`src/design/bldc_pkg.sv`:
```
// shared constants and state type for the sensorless motor control logic
package bldc_pkg;
    localparam int DUTY_W = 7;
    localparam int CMD_W = 8;
    localparam int STEP_W = 3;
    localparam logic [DUTY_W-1:0] DUTY_ZERO = 7'h00;
    localparam logic [DUTY_W-1:0] DUTY_FULL = 7'h7f;
    localparam logic [CMD_W-1:0] CMD_LO = 8'h20;
    localparam logic [CMD_W-1:0] CMD_HI = 8'h9f;
    localparam logic [CMD_W-1:0] CMD_STARTUP = 8'h33;
    localparam logic [STEP_W-1:0] STEP_FIRST = 3'h0;
    localparam logic [STEP_W-1:0] STEP_LAST = 3'h5;
    localparam logic [1:0] SHIFT_BOTH_HI = 2'h0;
    localparam logic [1:0] SHIFT_HI_ONLY = 2'h1;
    localparam logic [1:0] SHIFT_LO_ONLY = 2'h2;
    localparam logic [1:0] SHIFT_NONE_HI = 2'h3;
    typedef enum logic [1:0] {
        ST_IDLE,
        ST_EXCITE,
        ST_FORCED,
        ST_SENSORLESS
    } motor_state_e;
endpackage

```
`src/design/pwm_if.sv`:
```
// duty value and pwm level passed between the controller and the pwm counter
`timescale 1ns/1ps
interface pwm_if;
    logic [bldc_pkg::DUTY_W-1:0] duty;
    logic pwmOn;
    modport ctrl (output duty, input pwmOn);
    modport gen (input duty, output pwmOn);
endinterface

```
`src/design/bldc_startup_ctrl.sv`:
```
// startup sequencing, duty conversion, position and speed pulses for bldc
`timescale 1ns/1ps

module bldc_startup_ctrl #(
    parameter int FORCED_DIV_BASE = 65536,
    parameter int DIV_W = 20
) (
    input wire logic clk,
    input wire logic resetn,
    input wire logic [2:0] phaseCmp,
    input wire logic [bldc_pkg::CMD_W-1:0] speedCommandIn,
    input wire logic excitationTimerIn,
    input wire logic forcedRateSelLo,
    input wire logic forcedRateSelHi,
    input wire logic abnormalIn,
    output logic positionOut,
    output logic pwmOut,
    output logic excitationStartN,
    output logic [bldc_pkg::STEP_W-1:0] commStep,
    output logic sensorlessMode,
    output logic speedPulseOut,
    output logic speedPulseOe
);
    import bldc_pkg::*;

    localparam logic [DIV_W-1:0] DIV_BASE = DIV_W'(FORCED_DIV_BASE);
    localparam logic [DIV_W-1:0] DIV_ONE = DIV_W'(1);

    motor_state_e state_q, state_d;
    logic position_q, posPrev_q;
    logic [DUTY_W-1:0] duty_q;
    logic [DIV_W-1:0] divCnt_q;
    logic [STEP_W-1:0] step_q;
    logic pulseTgl_q, pulseOe_q, excN_q;

    pwm_if pwmBus ();

    pwm_gen u_pwm (
        .clk(clk),
        .resetn(resetn),
        .pwm(pwmBus)
    );

    wire majority = (phaseCmp[0] & phaseCmp[1]) | (phaseCmp[1] & phaseCmp[2])
        | (phaseCmp[0] & phaseCmp[2]);
    wire posEdge = position_q ^ posPrev_q;

    wire cmdBelow = speedCommandIn < CMD_LO;
    wire cmdAbove = speedCommandIn > CMD_HI;
    // linear region, upper threshold chosen so the span fits 7 bits
    wire [CMD_W-1:0] cmdOffset = speedCommandIn - CMD_LO;
    wire [DUTY_W-1:0] duty_d = cmdBelow ? DUTY_ZERO :
        cmdAbove ? DUTY_FULL : cmdOffset[DUTY_W-1:0];

    wire [1:0] rateShift = (forcedRateSelHi & forcedRateSelLo) ?
        SHIFT_BOTH_HI :
        forcedRateSelHi ? SHIFT_HI_ONLY :
        forcedRateSelLo ? SHIFT_LO_ONLY : SHIFT_NONE_HI;
    // each lower setting doubles the step interval
    wire [DIV_W-1:0] divLimit = (DIV_BASE << rateShift) - DIV_ONE;
    // six steps per electrical cycle, so one step each time the divider reaches divLimit
    wire forcedTick = (state_q == ST_FORCED) && (divCnt_q == divLimit);
    wire cmdRun = speedCommandIn >= CMD_STARTUP;
    wire stepAdv = forcedTick || (state_q == ST_SENSORLESS && posEdge);

    // sequencing: idle, align, forced, sensorless
    always_comb begin
        state_d = state_q;
        unique case (state_q)
            ST_IDLE: if (cmdRun) begin
                state_d = ST_EXCITE;
            end
            ST_EXCITE: if (excitationTimerIn) begin
                state_d = ST_FORCED;
            end
            // first back-emf edge hands over to sensorless drive
            ST_FORCED: if (posEdge) begin
                state_d = ST_SENSORLESS;
            end
            ST_SENSORLESS: state_d = ST_SENSORLESS;
        endcase
        if (!cmdRun) begin
            state_d = ST_IDLE;
        end
    end

    // pulse pin held low
    // registered state, so the pin is never released on the handover edge
    wire holdLow = (state_q != ST_SENSORLESS) || abnormalIn;

    // state, position and duty registers
    always_ff @(posedge clk) begin
        if (!resetn) begin
            state_q <= ST_IDLE;
            position_q <= 1'b0;
            posPrev_q <= 1'b0;
            duty_q <= DUTY_ZERO;
            excN_q <= 1'b1;
        end else begin
            state_q <= state_d;
            position_q <= majority;
            posPrev_q <= position_q;
            duty_q <= duty_d;
            excN_q <= (state_d == ST_IDLE);
        end
    end

    // forced step divider, restarts outside forced mode
    always_ff @(posedge clk) begin
        if (!resetn || state_q != ST_FORCED || forcedTick) begin
            divCnt_q <= '0;
        end else begin
            divCnt_q <= divCnt_q + DIV_ONE;
        end
    end

    // commutation step, wraps after the sixth
    always_ff @(posedge clk) begin
        if (!resetn || state_q == ST_IDLE) begin
            step_q <= STEP_FIRST;
        end else if (stepAdv) begin
            step_q <= (step_q == STEP_LAST) ? STEP_FIRST : step_q + 3'h1;
        end
    end

    // toggle per edge, six edges make three pulses
    always_ff @(posedge clk) begin
        if (!resetn) begin
            pulseTgl_q <= 1'b0;
            pulseOe_q <= 1'b1;
        end else begin
            // toggle restarts low so a new run begins with the pin held
            pulseTgl_q <= (state_q != ST_SENSORLESS) ? 1'b0 :
                posEdge ? ~pulseTgl_q : pulseTgl_q;
            pulseOe_q <= holdLow | ~pulseTgl_q;
        end
    end

    assign pwmBus.duty = duty_q;
    assign pwmOut = pwmBus.pwmOn;
    assign positionOut = position_q;
    assign excitationStartN = excN_q;
    assign commStep = step_q;
    assign sensorlessMode = (state_q == ST_SENSORLESS);
    // open drain: the pin is only ever pulled low
    assign speedPulseOut = 1'b0;
    assign speedPulseOe = pulseOe_q;

    property p_majority;
        @(posedge clk) disable iff (!resetn)
        ##1 positionOut == (($past(phaseCmp[0]) + $past(phaseCmp[1])
            + $past(phaseCmp[2])) >= 2'd2);
    endproperty
    a_majority: assert property (p_majority)
        else $error("position is not phase majority");

    property p_duty_clamp;
        @(posedge clk) disable iff (!resetn)
        (cmdBelow |=> duty_q == DUTY_ZERO) and
        (cmdAbove |=> duty_q == DUTY_FULL);
    endproperty
    a_duty_clamp: assert property (p_duty_clamp)
        else $error("duty clamp wrong");

    property p_duty_linear;
        @(posedge clk) disable iff (!resetn)
        (!cmdBelow && !cmdAbove && $past(resetn)
            && $past(!cmdBelow && !cmdAbove)
            && speedCommandIn > $past(speedCommandIn))
        |=> duty_q > $past(duty_q);
    endproperty
    a_duty_linear: assert property (p_duty_linear)
        else $error("duty not following command");

    property p_excite;
        @(posedge clk) disable iff (!resetn)
        (state_q == ST_IDLE && cmdRun) |=> !excitationStartN
            && state_q == ST_EXCITE;
    endproperty
    a_excite: assert property (p_excite)
        else $error("excitation not started");

    property p_forced;
        @(posedge clk) disable iff (!resetn)
        (state_q == ST_EXCITE && excitationTimerIn && cmdRun)
            |=> state_q == ST_FORCED ##1 divCnt_q == DIV_ONE || !cmdRun
            || state_q != ST_FORCED;
    endproperty
    a_forced: assert property (p_forced)
        else $error("forced commutation not entered");

    property p_hold_low;
        @(posedge clk) disable iff (!resetn)
        (state_q != ST_SENSORLESS || abnormalIn) |-> ##1 speedPulseOe;
    endproperty
    a_hold_low: assert property (p_hold_low)
        else $error("speed pulse released during startup");

    property p_pulse;
        @(posedge clk) disable iff (!resetn)
        (state_q == ST_SENSORLESS && posEdge)
            |=> pulseTgl_q != $past(pulseTgl_q);
    endproperty
    a_pulse: assert property (p_pulse)
        else $error("speed pulse missed an edge");

    property p_rate_base;
        @(posedge clk) disable iff (!resetn)
        forcedTick |-> divCnt_q == divLimit ##1 divCnt_q == '0;
    endproperty
    a_rate_base: assert property (p_rate_base)
        else $error("forced step interval wrong");

    property p_rate_slow;
        @(posedge clk) disable iff (!resetn)
        !(forcedRateSelHi && forcedRateSelLo)
            |-> divLimit > DIV_BASE - DIV_ONE;
    endproperty
    a_rate_slow: assert property (p_rate_slow)
        else $error("slow rate not slower");

    c_sensorless: cover property (@(posedge clk) disable iff (!resetn)
        state_q == ST_FORCED ##1 state_q == ST_SENSORLESS);
    c_forced_step: cover property (@(posedge clk) disable iff (!resetn)
        forcedTick);
    c_abort: cover property (@(posedge clk) disable iff (!resetn)
        state_q == ST_EXCITE ##1 state_q == ST_IDLE);
endmodule

```
`src/design/pwm_gen.sv`:
```
// free running 7-bit pwm counter compared against the held duty code
`timescale 1ns/1ps
module pwm_gen (
    input wire logic clk,
    input wire logic resetn,
    pwm_if.gen pwm
);
    import bldc_pkg::*;

    logic [DUTY_W-1:0] cnt_q;
    logic pwmOn_q;
    wire pwmOn_d = cnt_q < pwm.duty;

    always_ff @(posedge clk) begin
        if (!resetn) begin
            cnt_q <= DUTY_ZERO;
            pwmOn_q <= 1'b0;
        end else begin
            cnt_q <= cnt_q + 7'h01;
            pwmOn_q <= pwmOn_d;
        end
    end

    assign pwm.pwmOn = pwmOn_q;

    property p_pwm_zero;
        @(posedge clk) disable iff (!resetn)
        pwm.duty == DUTY_ZERO |=> !pwm.pwmOn;
    endproperty
    a_pwm_zero: assert property (p_pwm_zero)
        else $error("pwm high with zero duty");

    property p_pwm_full;
        @(posedge clk) disable iff (!resetn)
        (pwm.duty == DUTY_FULL && cnt_q == DUTY_FULL) |=> !pwm.pwmOn
            ##1 (pwm.pwmOn || $past(pwm.duty) != DUTY_FULL);
    endproperty
    a_pwm_full: assert property (p_pwm_full)
        else $error("full duty is not 127 of 128");

    c_pwm_mid: cover property (@(posedge clk) disable iff (!resetn)
        pwm.duty == 7'h40 ##1 $fell(pwm.pwmOn));
endmodule

```
`config.mk`:
```
export PLATFORM = sky130hd
export DESIGN_NAME = bldc_startup_ctrl
export DESIGN_NICKNAME = d
export VERILOG_FILES = /design/src/design/bldc_pkg.sv /design/src/design/pwm_if.sv /design/src/design/bldc_startup_ctrl.sv /design/src/design/pwm_gen.sv
export SDC_FILE = /design/constraint.sdc
export NUM_CORES = 1
export LEC_CHECK = 0
export BUFFER_PORTS_ARGS = -buffer_cell sky130_fd_sc_hd__buf_4
export CORE_MARGIN = 5
export CORE_UTILIZATION = 45
export CTS_CLUSTER_DIAMETER = 200
export DETAILED_ROUTE_END_ITERATION = 10
export PLACE_DENSITY = 0.66
export SLEW_MARGIN = 20
export SYNTH_ARGS = -nofsm -noshare
export SYNTH_HDL_FRONTEND = slang
export SYNTH_SLANG_ARGS = --single-unit
```
`constraint.sdc`:
```
create_clock -name clk -period 5.2 [get_ports clk]
set_clock_uncertainty 0.1 [all_clocks]
set_input_delay 0.52 -clock clk [delete_from_list [all_inputs] [get_ports clk]]
set_output_delay 0.52 -clock clk [all_outputs]
set_load 0.01 [all_outputs]
```
==> impl_metrics.yaml <==
floorplan:
  io_pins: 26
  floorplan.initialDensity_pct: 47.05
  core_um2: 4414
  die_width_um: 77.94
  die_h_um: 77.94
  rows: 24
  dieArea_um2: 6074
timing:
  finalSetupViolCount: 0
  period_share_pct: 38.53
  whs_ns: 0.3273
  min_period_ns: 2.004
  rsz0062_at_grt: "false"
  final-hold-violation-count: 0
  fin_tns_setup_ns: 0
  drv_slew: 0
  setup_ws_ns: 3.197
  fmax_mhz: 499.1
global_routing:
  grt_pass1_wl_mm: 6.251
  grt_max_degree: 23
  overflow: 0
  antenna_found_initial: 0
  grt_pass1_vias: 1380
  track_usage_pct: 12.32
worst_hold_path:
  hp-class: "input pin to flop"
clock_tree:
  ctsResizeCount: 0
  hold_buffers: 0
  cts_buffer_depth: 2
  clk_pin_slew_worst_paths_ns: 0.08
  cts_root_buffer: "clkbuf_8"
  cts_buffers: 5
  post_cts_buffers: 0
  cts_tree: "built"
  htreeDepth: 2
  cts_sinks: 45
  clk_latency_ns: 0.29
critical_path:
  path_cells: "ha_1, and3_1, nand3_1, nor2_1, a21o_1, nor2_1"
  crit_fanout: 14
  crit_required_ns: 5.26
  crit_family: "simple AND/OR/NAND/NOR gates"
  cp-end-kind: "flop"
  start_kind: "flop"
  critPathKind: "flop to flop"
  crit_arrival_ns: 2.06
  slowest_stage: "a21o_1"
  path_common_cell: "nor2_1"
  critPathMaxStageDelay_ns: 0.43
  critPathBufInv: 0
logic_synthesis:
  yosys.area.top_type: "dfxtp_1"
  synth_area_leaders: "dfxtp_1 43%, xnor2_1 5.1%, xor2_1 5.1%"
  synth_cell_types: 45
  synth-seq-cells: 45
  ys_seq_area_share_pct: 43.37
  syn_inst: 233
  synth_top_area_share_pct: 43.37
  synth_most_common_cell: "dfxtp_1"
  synth_area_um2: 2077
  synth_edf_count: 0
  async_reset_ff_share_pct: 0
  synthFlopType: "dfxtp_1"
  ys.warnings.count: 0
  netlist_top_cells_count: "45 x dfxtp_1, 25 x nor2_1, 24 x nand2_1"
  synthesis.nets: 258
  synth_area_per_cell_um2: 8.914
route:
  drt_iter0_drc: 82
  first_pass_iters: 4
  drt_wl_total_mm: 3.607
  drc: 0
  vias: 1573
  ant_nets: 0
  viasPerCell: 5.074
  wl_per_cell_um: 11.64
power:
  p_leak_nw: 0.9494
  vdd_ir_drop_max_mv: 0.1596
  power_density_nw_per_um2: 294.0
layout:
  layoutNonFillerInstCount: 310
  drive_gt1_share_pct: 15.12
  final_util_pct: 54.90
  nFillCells: 401
  multi_input_area_um2: 1110
  num_antenna_cells: 0
  layout.nets: 282
  area_delta_synth_final_pct: 16.69
  seq_area_um2: 900.9
placed_design:
  hpwl_mm: 2.678
  dpl.cell_count: 302
  place_congestion: 0.7268
  place_ws_ns: 3.074
  numPortBuffers: 24
flow_run:
  drv_cap: 0
outcome:
  status: "finished, final reports clean"
[per-layer routing]
| metal | GRT usage [%] | wire, µm | vias up |
|---|---|---|---|
| li1 | - | - | 841 |
| met5 | 0 | 0 | - |
| met2 | 18.36 | 1528 | 24 |
| met4 | 3.041 | 27 | 0 |
| met1 | 17.06 | 1854 | 706 |
| met3 | 4.282 | 197 | 2 |
[final timing paths]
check                               start                      end  slack [ns]  depth (start not counted)
hold / removal                 abnormalIn  speedPulseOe$_SDFF_PN1_        0.33                          2
hold reg to reg   pulseTgl_q$_SDFFE_PP0P_  speedPulseOe$_SDFF_PN1_        0.34                          1
setup reg to reg   divCnt_q[0]$_SDFF_PP0_   divCnt_q[2]$_SDFF_PP0_        3.20                          6
setup / recovery   divCnt_q[0]$_SDFF_PP0_   divCnt_q[2]$_SDFF_PP0_        3.20                          6
[state kept, by name, indices dropped and copies added (netlist names)]
name and count:
duty_q 7, speedPulseOe 1, u_pwm.cnt_q 7, posPrev_q 1, positionOut 1, state_q 2
divCnt_q 20, commStep 3, excitationStartN 1, pulseTgl_q 1, u_pwm.pwm.pwmOn 1
[power by group]
part	internal, W	switching, W
Clock	0.000191	0.000113
Combinational	0.0000254	0.0000240
Sequential	0.000354	0.00000529
Total	0.000570	0.000142
[metrics by stage]
| step | power [W] | instance area [µm²] |
|---|---|---|
| after floorplan | 0.0003963 | 2077 |
| after global placement | 0.0004167 | 2290 |
| after detailed placement | 0.0004172 | 2290 |
| after CTS | 0.0007215 | 2424 |
| after global routing | 0.0007485 | 2424 |
| final | 0.0007126 | 2424 |
[cell usage in the layout, fill, tap and decap left out, types with 2 or more instances in the layout]
cell type,instances
xnor2_1,12
and4_1,2
nand4_1,5
inv_1,9
buf_4,24
a21boi_0,6
and3_1,7
and2_1,7
nand2b_1,3
a21o_1,2
xor2_1,12
nand3_1,9
dfxtp_1,45
nor2_1,25
nand2_1,24
nor2b_1,6
ha_1,8
a21oi_1,9
nand4b_1,2
o21ai_0,10
bufinv_16,2
clkbuf_8,5
[worst reg2reg max path, delay by kind of cell, from the launching register on]
family	cells	cell delay, ns
and+or+nand+nor	4	0.77
DFF	1	0.38
adders and majority gates	1	0.19
AOI/OAI and AO/OA	1	0.43
[cell families (layout without fill, tap and decap cells)]
family | after synthesis | in the layout | share of synthesized area, %
AO/OA/AOI/OAI | 37 | 37 | 12.53
XOR/XNOR | 24 | 24 | 10.12
adder cells (fa/ha/maj) | 8 | 8 | 4.819
buffers and inverters | 16 | 41 | 3.193
flip-flops | 45 | 45 | 43.37
other | 1 | 1 | 0.1805
AND/OR/NAND/NOR | 102 | 102 | 25.78
[layout make-up]
cell class | count | area share, %
Clock buffer | 5 | 2.839
Tap cell | 52 | 2.685
Multi-Input combinational cell | 172 | 45.79
Clock inverter | 3 | 2.685
Sequential cell | 45 | 37.17
Timing Repair Buffer | 24 | 7.434
Inverter | 9 | 1.394
Power figures use the tool's default switching activity.
